--- src/pkg/supervisor_regs.svh ---
// timing constants and selection codes for the pushbutton reset supervisor
`ifndef SUPERVISOR_REGS_SVH
`define SUPERVISOR_REGS_SVH

// ----------------------------------------------------------------------
// oscillator tick
// ----------------------------------------------------------------------
`define CLK_MHZ 40
`define TICK_US 100
`define TICK_CYCLES (`TICK_US * `CLK_MHZ)
`define US_TO_TICKS(us) ((us) / `TICK_US)
`define MS_TO_TICKS(ms) (((ms) * 1000) / `TICK_US)

// ----------------------------------------------------------------------
// deglitch period, ms
// ----------------------------------------------------------------------
`define DEGLITCH_MS 20
`define DEGLITCH_TICKS `MS_TO_TICKS(`DEGLITCH_MS)

// ----------------------------------------------------------------------
// setup delays, ms, per group: select low / floating / high
// ----------------------------------------------------------------------
`define SU_G0_LOW_MS 500
`define SU_G0_FLT_MS 1000
`define SU_G0_HIGH_MS 2000
`define SU_G1_LOW_MS 3000
`define SU_G1_FLT_MS 4000
`define SU_G1_HIGH_MS 5000
`define SU_G2_LOW_MS 6000
`define SU_G2_FLT_MS 8000
`define SU_G2_HIGH_MS 10000
`define SU_G3_LOW_MS 13000
`define SU_G3_FLT_MS 15000
`define SU_G3_HIGH_MS 17000
// seconds = kohm / 20, so ms per kohm is 1000 / 20
`define SU_RES_DIVISOR 20
`define SU_MS_PER_KOHM (1000 / `SU_RES_DIVISOR)

// ----------------------------------------------------------------------
// reset hold periods, us, index 0 to 12
// ----------------------------------------------------------------------
`define HOLD_0_US 900
`define HOLD_1_US 1800
`define HOLD_2_US 3600
`define HOLD_3_US 7200
`define HOLD_4_US 14400
`define HOLD_5_US 28800
`define HOLD_6_US 57600
`define HOLD_7_US 86400
`define HOLD_8_US 115200
`define HOLD_9_US 172800
`define HOLD_10_US 230400
`define HOLD_11_US 259200
`define HOLD_12_US 345600

`endif

--- src/pkg/supervisor_pkg.sv ---
// types shared by the pushbutton reset supervisor
package supervisor_pkg;
  // three-level delay select as reported by the pin front end
  typedef enum logic [1:0] {
    SEL_LOW   = 2'h0,
    SEL_FLOAT = 2'h1,
    SEL_HIGH  = 2'h2
  } sel_level_e;

  typedef enum logic [3:0] {
    ST_UNDERVOLT = 4'h1,
    ST_HOLD      = 4'h2,
    ST_RUN       = 4'h4,
    ST_WAIT_REL  = 4'h8
  } sup_state_e;

  typedef logic [19:0] setup_cnt_t;
  typedef logic [11:0] hold_cnt_t;
endpackage

--- src/core/button_deglitch.sv ---
// one button input: three-flop synchroniser and falling-edge deglitch
`timescale 1ns/100ps
`default_nettype none
`include "supervisor_regs.svh"

module button_deglitch #(
  parameter int DEGLITCH_TICKS = `DEGLITCH_TICKS
) (
  // clock and reset
  input wire logic clk,
  input wire logic rst_n,
  // oscillator tick
  input wire logic tick,
  // raw pin and cleaned level
  input wire logic pin_n,
  output logic clean_n
);
  logic s1_q, s2_q, s3_q;
  logic clean_q, clean_d;
  logic [7:0] cnt_q, cnt_d;

  // ----------------------------------------------------------------------
  // deglitch
  // ----------------------------------------------------------------------
  // a low must stay low for the whole period; a release is taken at once
  always_comb begin
    clean_d = clean_q;
    cnt_d = cnt_q;
    if (s2_q != s3_q) begin
      cnt_d = cnt_q;
    end else if (s3_q) begin
      clean_d = 1'b1;
      cnt_d = 8'h00;
    end else if (clean_q && tick) begin
      if (cnt_q == 8'(DEGLITCH_TICKS - 1)) begin
        clean_d = 1'b0;
      end else begin
        cnt_d = cnt_q + 8'h01;
      end
    end
  end

  always_ff @(posedge clk) begin
    if (!rst_n) begin
      s1_q <= 1'b1;
      s2_q <= 1'b1;
      s3_q <= 1'b1;
      clean_q <= 1'b1;
      cnt_q <= 8'h00;
    end else begin
      s1_q <= pin_n;
      s2_q <= s1_q;
      s3_q <= s2_q;
      clean_q <= clean_d;
      cnt_q <= cnt_d;
    end
  end

  assign clean_n = clean_q;

  chk_deglitch_fall: assert property (@(posedge clk) disable iff (!rst_n)
    $fell(clean_q) |-> $past(cnt_q) == 8'(DEGLITCH_TICKS - 1) && !$past(s3_q))
    else $error("button low recognised before deglitch period");
endmodule // button_deglitch

`default_nettype wire

--- src/core/pushbutton_reset_supervisor.sv ---
// pushbutton reset supervisor: undervoltage and manual reset sequencing
// ----------------------------------------------------------------------
// Overview of operation
// undervoltage holds reset low, then a full hold period before release
// manual condition held past setup delay fires one reset pulse of hold length
// single-button build: soft reset output follows the debounced button
// dual-button build: condition met only while both buttons are low
// setup delay picked from select low, floating or high
// resistor build: setup delay comes from select resistor instead
// resistor build: setup seconds equal kilohms divided by twenty
// each button deglitched; falling edge recognised after twenty milliseconds
// build option skips the hold period at power-up
// after a pulse, a button must be released before another pulse
// setup delay tables 0.5/1/2, 3/4/5, 6/8/10, 13/15/17 seconds
// one factory hold period, from 0.9 ms up to 345.6 ms
// all periods timed by ticks of one free-running oscillator
// setup counter restarts when the condition drops early
// ----------------------------------------------------------------------
`timescale 1ns/100ps
`default_nettype none
`include "supervisor_regs.svh"

module pushbutton_reset_supervisor #(
  parameter bit DUAL_BUTTON = 1'b0,
  parameter bit RESISTOR_MODE = 1'b0,
  parameter int DELAY_GROUP = 0,
  parameter int HOLD_INDEX = 0,
  parameter bit SKIP_STARTUP_HOLD = 1'b0,
  parameter int TICK_CYCLES = `TICK_CYCLES,
  parameter int DEGLITCH_TICKS = `DEGLITCH_TICKS
) (
  // clock and reset
  input wire logic clk,
  input wire logic rst_n,
  // supply comparator
  input wire logic undervoltage,
  // buttons
  input wire logic manual_reset_in_n,
  input wire logic button_a_n,
  input wire logic button_b_n,
  // setup delay select front end
  input wire logic [1:0] sel_level,
  input wire logic [9:0] sel_resistor_kohm,
  // outputs
  output logic reset_out_n,
  output logic soft_reset_out_n
);
  // ----------------------------------------------------------------------
  // terminal counts
  // ----------------------------------------------------------------------
  function automatic supervisor_pkg::hold_cnt_t hold_ticks(input int idx);
    int us;
    case (idx)
      1: us = `HOLD_1_US;
      2: us = `HOLD_2_US;
      3: us = `HOLD_3_US;
      4: us = `HOLD_4_US;
      5: us = `HOLD_5_US;
      6: us = `HOLD_6_US;
      7: us = `HOLD_7_US;
      8: us = `HOLD_8_US;
      9: us = `HOLD_9_US;
      10: us = `HOLD_10_US;
      11: us = `HOLD_11_US;
      12: us = `HOLD_12_US;
      default: us = `HOLD_0_US;
    endcase
    return 12'(`US_TO_TICKS(us));
  endfunction

  localparam supervisor_pkg::hold_cnt_t HOLD_TERM = hold_ticks(HOLD_INDEX);

  function automatic supervisor_pkg::setup_cnt_t setup_ticks(
      input logic [1:0] lvl, input logic [9:0] kohm);
    int ms;
    ms = `SU_G0_FLT_MS;
    if (RESISTOR_MODE) begin
      ms = int'(kohm) * `SU_MS_PER_KOHM;
    end else begin
      case ({DELAY_GROUP[1:0], lvl})
        4'h0: ms = `SU_G0_LOW_MS;
        4'h1: ms = `SU_G0_FLT_MS;
        4'h2: ms = `SU_G0_HIGH_MS;
        4'h4: ms = `SU_G1_LOW_MS;
        4'h5: ms = `SU_G1_FLT_MS;
        4'h6: ms = `SU_G1_HIGH_MS;
        4'h8: ms = `SU_G2_LOW_MS;
        4'h9: ms = `SU_G2_FLT_MS;
        4'ha: ms = `SU_G2_HIGH_MS;
        4'hc: ms = `SU_G3_LOW_MS;
        4'hd: ms = `SU_G3_FLT_MS;
        4'he: ms = `SU_G3_HIGH_MS;
        default: ms = `SU_G0_FLT_MS;
      endcase
    end
    return 20'(`MS_TO_TICKS(ms));
  endfunction

  // ----------------------------------------------------------------------
  // oscillator tick
  // ----------------------------------------------------------------------
  logic [11:0] div_q, div_d;
  logic tick_q, tick_d;

  always_comb begin
    tick_d = 1'b0;
    div_d = div_q + 12'h001;
    if (div_q == 12'(TICK_CYCLES - 1)) begin
      div_d = 12'h000;
      tick_d = 1'b1;
    end
  end

  always_ff @(posedge clk) begin
    if (!rst_n) begin
      div_q <= 12'h000;
      tick_q <= 1'b0;
    end else begin
      div_q <= div_d;
      tick_q <= tick_d;
    end
  end

  // ----------------------------------------------------------------------
  // input synchronisers
  // ----------------------------------------------------------------------
  // power-up counts as undervoltage until the comparator is seen
  logic uv1_q, uv2_q, uv3_q, uv_q, uv_d;
  logic [1:0] sl1_q, sl2_q, sl3_q, sel_q, sel_d;
  logic [9:0] kohm_q;

  always_comb begin
    uv_d = (uv2_q == uv3_q) ? uv3_q : uv_q;
    sel_d = (sl2_q == sl3_q) ? sl3_q : sel_q;
  end

  // the resistor value is treated as static once powered
  always_ff @(posedge clk) begin
    if (!rst_n) begin
      uv1_q <= 1'b1;
      uv2_q <= 1'b1;
      uv3_q <= 1'b1;
      uv_q <= 1'b1;
      sl1_q <= 2'h1;
      sl2_q <= 2'h1;
      sl3_q <= 2'h1;
      sel_q <= 2'h1;
      kohm_q <= 10'h000;
    end else begin
      uv1_q <= undervoltage;
      uv2_q <= uv1_q;
      uv3_q <= uv2_q;
      uv_q <= uv_d;
      sl1_q <= sel_level;
      sl2_q <= sl1_q;
      sl3_q <= sl2_q;
      sel_q <= sel_d;
      kohm_q <= sel_resistor_kohm;
    end
  end

  // ----------------------------------------------------------------------
  // buttons
  // ----------------------------------------------------------------------
  logic a_clean_n, b_clean_n, cond;

  button_deglitch #(.DEGLITCH_TICKS(DEGLITCH_TICKS)) u_deglitch_a (
    .clk(clk),
    .rst_n(rst_n),
    .tick(tick_q),
    .pin_n(DUAL_BUTTON ? button_a_n : manual_reset_in_n),
    .clean_n(a_clean_n)
  );

  button_deglitch #(.DEGLITCH_TICKS(DEGLITCH_TICKS)) u_deglitch_b (
    .clk(clk),
    .rst_n(rst_n),
    .tick(tick_q),
    .pin_n(DUAL_BUTTON ? button_b_n : 1'b1),
    .clean_n(b_clean_n)
  );

  assign cond = DUAL_BUTTON ? (!a_clean_n && !b_clean_n) : !a_clean_n;

  // ----------------------------------------------------------------------
  // sequencer
  // ----------------------------------------------------------------------
  supervisor_pkg::sup_state_e state_q, state_d;
  supervisor_pkg::hold_cnt_t hold_q, hold_d;
  supervisor_pkg::setup_cnt_t setup_q, setup_d;
  logic startup_q, startup_d;
  logic rst_out_q, rst_out_d;
  logic soft_q, soft_d;
  logic armed_q, armed_d;
  logic fire;

  // a count paused by undervoltage may sit at its end; it must not fire from hold
  assign fire = armed_q && cond && tick_q && state_q == supervisor_pkg::ST_RUN &&
                setup_q == setup_ticks(sel_q, kohm_q) - 20'h00001;

  always_comb begin
    state_d = state_q;
    hold_d = hold_q;
    setup_d = setup_q;
    startup_d = startup_q;
    armed_d = armed_q;
    // a release re-arms; without it the count stays at zero
    if (!cond) begin
      armed_d = 1'b1;
    end
    if (!cond || !armed_q) begin
      setup_d = 20'h00000;
    end else if (tick_q && state_q == supervisor_pkg::ST_RUN) begin
      setup_d = fire ? 20'h00000 : setup_q + 20'h00001;
    end
    case (state_q)
      supervisor_pkg::ST_UNDERVOLT: begin
        hold_d = 12'h000;
        if (!uv_q) begin
          if (startup_q && SKIP_STARTUP_HOLD) begin
            state_d = supervisor_pkg::ST_RUN;
          end else begin
            state_d = supervisor_pkg::ST_HOLD;
          end
          startup_d = 1'b0;
        end
      end
      supervisor_pkg::ST_HOLD: begin
        if (tick_q) begin
          if (hold_q == HOLD_TERM - 12'h001) begin
            state_d = supervisor_pkg::ST_RUN;
          end else begin
            hold_d = hold_q + 12'h001;
          end
        end
      end
      supervisor_pkg::ST_RUN: begin
        if (fire) begin
          state_d = supervisor_pkg::ST_HOLD;
          hold_d = 12'h000;
          armed_d = 1'b0;
        end
      end
      default: state_d = supervisor_pkg::ST_UNDERVOLT;
    endcase
    if (uv_q) begin
      state_d = supervisor_pkg::ST_UNDERVOLT;
      hold_d = 12'h000;
    end
    rst_out_d = (state_d == supervisor_pkg::ST_RUN);
    soft_d = DUAL_BUTTON ? 1'b1 : a_clean_n;
  end

  always_ff @(posedge clk) begin
    if (!rst_n) begin
      state_q <= supervisor_pkg::ST_UNDERVOLT;
      hold_q <= 12'h000;
      setup_q <= 20'h00000;
      startup_q <= 1'b1;
      rst_out_q <= 1'b0;
      soft_q <= 1'b1;
      armed_q <= 1'b1;
    end else begin
      state_q <= state_d;
      hold_q <= hold_d;
      setup_q <= setup_d;
      startup_q <= startup_d;
      rst_out_q <= rst_out_d;
      soft_q <= soft_d;
      armed_q <= armed_d;
    end
  end

  assign reset_out_n = rst_out_q;
  assign soft_reset_out_n = soft_q;

  // ----------------------------------------------------------------------
  // checks
  // ----------------------------------------------------------------------
  chk_uv_holds_low: assert property (@(posedge clk) disable iff (!rst_n)
    uv_q |=> !rst_out_q)
    else $error("reset released during undervoltage");
  chk_hold_keeps_low: assert property (@(posedge clk) disable iff (!rst_n)
    state_q == supervisor_pkg::ST_HOLD && hold_q != HOLD_TERM - 12'h001 |=> !rst_out_q)
    else $error("reset released before hold period ended");
  chk_fire_pulses: assert property (@(posedge clk) disable iff (!rst_n)
    fire && !uv_q |=> !rst_out_q && state_q == supervisor_pkg::ST_HOLD && !armed_q)
    else $error("setup completion did not start a reset pulse");
  chk_soft_mirror: assert property (@(posedge clk) disable iff (!rst_n)
    !DUAL_BUTTON |=> soft_q == $past(a_clean_n))
    else $error("soft reset does not follow the button");
  chk_dual_both: assert property (@(posedge clk) disable iff (!rst_n)
    setup_q != 20'h00000 |-> $past(cond) && (!DUAL_BUTTON || $past(!b_clean_n)))
    else $error("setup counted without both buttons low");
  chk_setup_restart: assert property (@(posedge clk) disable iff (!rst_n)
    !cond |=> setup_q == 20'h00000)
    else $error("setup count kept after condition dropped");
  chk_no_rearm: assert property (@(posedge clk) disable iff (!rst_n)
    !armed_q && cond |=> setup_q == 20'h00000 && !armed_q)
    else $error("second pulse armed without release");
  chk_tick_spacing: assert property (@(posedge clk) disable iff (!rst_n)
    tick_q |=> !tick_q)
    else $error("oscillator tick wider than one cycle");
endmodule // pushbutton_reset_supervisor

`default_nettype wire

--- config.mk ---
export PLATFORM = sky130hd
export DESIGN_NAME = pushbutton_reset_supervisor
export DESIGN_NICKNAME = d
export VERILOG_FILES = /design/src/pkg/supervisor_pkg.sv /design/src/core/button_deglitch.sv /design/src/core/pushbutton_reset_supervisor.sv
export VERILOG_INCLUDE_DIRS = /design/src /design/src/pkg
export SDC_FILE = /design/constraint.sdc
export NUM_CORES = 1
export LEC_CHECK = 0
export BUFFER_PORTS_ARGS = -buffer_cell sky130_fd_sc_hd__clkbuf_2
export CAP_MARGIN = 40
export CORE_ASPECT_RATIO = 0.9
export CORE_MARGIN = 10
export CORE_UTILIZATION = 41
export DETAILED_ROUTE_END_ITERATION = 10
export RECOVER_POWER = 25
export SYNTH_ARGS = -nofsm -noshare
export SYNTH_HDL_FRONTEND = slang
export SYNTH_SLANG_ARGS = --single-unit
--- constraint.sdc ---
create_clock -name clk -period 4.65 [get_ports clk]
set_clock_uncertainty 0.1 [all_clocks]
set_input_delay 0.465 -clock clk [delete_from_list [all_inputs] [get_ports clk]]
set_output_delay 0.465 -clock clk [all_outputs]
set_load 0.01 [all_outputs]
==> summary.md <==
The run finished with clean final reports. Via count of the first global-routing pass: 2488. Clock latency on the worst-skew pair, taken at its later pin, is 0.35 ns. The synthesized design contains 0 enable-type register cells. From bottom edge to top edge, the die measures 109 um. The area share of the largest cell type after synthesis is 42.4%, and the mean number of vias per cell is 5.03. Of all nets on the critical path, the largest fanout is 18. The number of DRC markers after the initial detailed-route iteration was 85; the floorplan core area was 8570 sq um. Die area: 12900 sq um. After the last flow step, the layout net total stands at 448. Post-synth design cell area: 3580 sq um. The logs give 0.000238 V for the worst IR drop on VDD and 3950 sq um for the cell area after layout. Max-cap violations in this run came to 0. The weighted congestion at the end of routability-driven global placement came out at 0.796.

The netlist uses 51 different library cells. The clock tree root buffer cell is sky130_fd_sc_hd__clkbuf_8. The tools report the fill cell total of the finished layout as 872. The tools report the number of max-slew violations in the final report as 0. The first global-routing pass estimated 11200 um of wire. Summed over all cells, the static leakage comes to 1.31 nW. The number of hold violations in the final report came out at 0.

The setup-violating endpoint count in the final report came out at 0. The via count is 2727. The number of nets handed over by synthesis was 439. Once detail routing completed, the nets flagged for antenna violations numbered 0.

The total DRC errors in the routed layout is 0. In this run, post-CTS repair resized a total of 0 instances. The total power consumption of the routed design was 1.24 mW; the I/O pin total was 20.

The placed cell area was 3730 sq um. The cell type contributing the most total cell area after synthesis is sky130_fd_sc_hd__dfxtp_1. The synthesized design contains 76 register bits. Sequential cells were found to cover 42.4% of the synthesized design area.

The overall overflow remaining after global route is 0. In this run the horizontal extent of the chip is 119 um. Clock-pin slew was measured on the worst setup and hold paths at 0.09 ns. The remaining max-slew budget at the tightest pin is 36.5%, and the number of levels in the clock H-tree is 3.

Of the cells placed in the final design, the portion with a size suffix greater than 1 is 7.09%. The tools report the highest achievable clock rate as 307 MHz. The worst setup path is of the flop to flop kind. Sorting the synthesized cells by area gives the leading types as sky130_fd_sc_hd__dfxtp_1 42%, sky130_fd_sc_hd__xor2_1 6.6%, sky130_fd_sc_hd__nor2_1 6.3%. The tools report the total wire length after detailed routing as 6360 um. The capturing element type of the critical path was a flop. The post-synthesis area per instance was 8.76 sq um; the routed wire length per instance was 11.7 um.

The setup total negative slack was 0 ns. 0 antenna diodes ended up in the layout. Warning count from the yosys run: 0.

TritonCTS built the clock tree. The worst setup path is launched from a flop. For this run, the leading register cell type out of synthesis is sky130_fd_sc_hd__dfxtp_1.

For the total iterations of the first detailed-routing run, the log shows 4. In this run the power density over the cells is 314 nW/um^2. Port buffering added 7 buffers. No sink is reached through more buffers than the 2 on the longest clock path. At the worst endpoint, the required time is 4.75 ns. At the worst endpoint, the arrival time is 3.36 ns.

The initial utilization of the core area, before any placement, comes to 41.8%. The number of antenna violations at the first check in global routing was 0. The final critical-path required period is 3.26 ns, and the number of hold buffers added after CTS is 0. The total number of clock tree sinks came out at 76. Detailed placement ended at an HPWL of 4580 um.

Final period utilization: 70.0%. In this run the core area contains 32 standard-cell rows. The layout overhead on the synthesized area is 10.3%, and the post-layout utilization of the core is 46.1%.

Pin slew with the least headroom to its limit: 0.952 ns. Hold timing on the final database bottoms out at a slack of 0.189 ns. Synthesis handed over a netlist of 409 instances.

The number of buffers created by CTS is 9, and the fraction of synthesis flops using an asynchronous set or reset pin is 0%. For the largest net degree at the start of global routing, the log shows 29. All-layer global routing usage: 10.3%. The tightest min-delay check is of the primary input to flop type.

The tools report the number of setup buffers added after CTS as 0. Setup repair after global routing left no endpoint under its margin.
[worst max-delay path, stage by stage, from the launching register on]
cell and delay [ns]:
sky130_fd_sc_hd__dfxtp_1 0.43, sky130_fd_sc_hd__nor2b_1 0.36, sky130_fd_sc_hd__inv_1 0.12, sky130_fd_sc_hd__ha_1 0.22, sky130_fd_sc_hd__nand2b_1 0.15, sky130_fd_sc_hd__or4_4 0.42, sky130_fd_sc_hd__a211oi_2 0.32, sky130_fd_sc_hd__nand3_1 0.26
sky130_fd_sc_hd__nand2b_1 0.62, sky130_fd_sc_hd__nor2_1 0.11
[synthesized netlist by cell type, types with 3 or more instances]
library cell,number
sky130_fd_sc_hd__xnor2_1,15
sky130_fd_sc_hd__nor4bb_1,3
sky130_fd_sc_hd__or4_1,3
sky130_fd_sc_hd__o31ai_1,4
sky130_fd_sc_hd__nor2b_1,6
sky130_fd_sc_hd__nor2_1,60
sky130_fd_sc_hd__ha_1,12
sky130_fd_sc_hd__and4_1,3
sky130_fd_sc_hd__nor4b_1,5
sky130_fd_sc_hd__nor3_1,10
sky130_fd_sc_hd__o21ai_0,14
sky130_fd_sc_hd__or3_1,4
sky130_fd_sc_hd__nor4_1,4
sky130_fd_sc_hd__inv_1,13
sky130_fd_sc_hd__dfxtp_1,76
sky130_fd_sc_hd__nand2_1,27
sky130_fd_sc_hd__a21o_1,3
sky130_fd_sc_hd__mux2i_1,3
sky130_fd_sc_hd__xor2_1,27
sky130_fd_sc_hd__nand3_1,25
sky130_fd_sc_hd__and2_1,11
sky130_fd_sc_hd__a21oi_1,12
sky130_fd_sc_hd__nand4_1,15
sky130_fd_sc_hd__nand2b_1,15
sky130_fd_sc_hd__clkbuf_1,7
[cells by family after synthesis]
logic type	Yosys count	share of synthesized area (%)
AOI/OAI and AO/OA	49	9.15
and+or+nand+nor	202	30.2
adders and majority gates	12	4.19
buffers and inverters	23	2.48
muxes	4	1.15
other	1	0.105
DFF	76	42.4
xor gates and xnor gates	42	10.3
[power breakdown]
group	internal, mW	total [mW]	switching [mW]
combinational	0.00936	0.0218	0.0124
clock	0.308	0.558	0.249
sequential	0.657	0.663	0.00537
total	0.975	1.24	0.267
[stage by stage]
step / worst slack, ns / instances
2_1_floorplan: 1.73 / 409
3_3_place_gp: 1.49 / 526
3_5_place_dp: 1.40 / 526
4_1_cts: 1.38 / 542
5_1_grt: 1.11 / 542
6_report: 1.39 / 542
[sequential cells by signal (all words and copies together), names as in the netlist, 2 cells and up]
register / cells
state_q: 4
setup_q: 20
sel_q: 2
hold_q: 12
div_q: 12
sl2_q: 2
sl3_q: 2
u_deglitch_a.cnt_q: 8
sl1_q: 2
[per-layer routing]
layer	up-vias	track usage, %	routed length [um]
li1	1441	-	-
met3	5	3.67	239
met4	0	3.31	67
met5	-	0	0
met1	1246	12.9	3200
met2	35	16.5	2850
[worst paths after layout]
check,depth (start not counted),startpoint,endpoint,slack (ns)
worst max-delay path,9,sel_q[1]$_SDFFE_PN0N_,setup_q[10]$_SDFFE_PP0P_,1.39
worst min register to register,1,uv1_q$_SDFF_PN1_,uv2_q$_SDFF_PN1_,0.31
worst max register to register,9,sel_q[1]$_SDFFE_PN0N_,setup_q[10]$_SDFFE_PP0P_,1.39
worst min-delay path,2,sel_level[0],sl1_q[0]$_SDFF_PN1_,0.19
[cell type report]
type / count / area, sq um / area share [%]
clock buffer: 10 / 128 / 3.23
inverter: 14 / 52.6 / 1.33
timing repair buffer: 7 / 32.5 / 0.823
clock inverter: 6 / 95.1 / 2.41
sequential: 76 / 1520 / 38.5
tap: 119 / 149 / 3.77
multi-input combinational: 310 / 1970 / 50.0
[layout by cell type, fill, tap and decap left out, types with 3 or more instances in the layout]
cell	netlist	final
sky130_fd_sc_hd__dfxtp_1	76	76
sky130_fd_sc_hd__nor2_1	60	60
sky130_fd_sc_hd__nand2_1	27	27
sky130_fd_sc_hd__xor2_1	27	27
sky130_fd_sc_hd__nand3_1	25	25
sky130_fd_sc_hd__nand4_1	15	15
sky130_fd_sc_hd__xnor2_1	15	15
sky130_fd_sc_hd__nand2b_1	15	15
sky130_fd_sc_hd__o21ai_0	14	14
sky130_fd_sc_hd__inv_1	13	13
sky130_fd_sc_hd__a21oi_1	12	12
sky130_fd_sc_hd__ha_1	12	12
sky130_fd_sc_hd__nor3_1	10	10
sky130_fd_sc_hd__and2_1	11	9
sky130_fd_sc_hd__clkbuf_8	0	9
sky130_fd_sc_hd__nor2b_1	6	6
sky130_fd_sc_hd__nor4b_1	5	5
sky130_fd_sc_hd__clkbuf_2	0	5
sky130_fd_sc_hd__o31ai_1	4	4
sky130_fd_sc_hd__nor4_1	4	4
sky130_fd_sc_hd__or3_1	4	4
sky130_fd_sc_hd__nor4bb_1	3	3
sky130_fd_sc_hd__a21o_1	3	3
sky130_fd_sc_hd__and4_1	3	3
sky130_fd_sc_hd__mux2i_1	3	3
sky130_fd_sc_hd__or4_1	3	3
sky130_fd_sc_hd__clkbuf_1	7	3
Note: power is estimated with default switching activity, not from simulation.
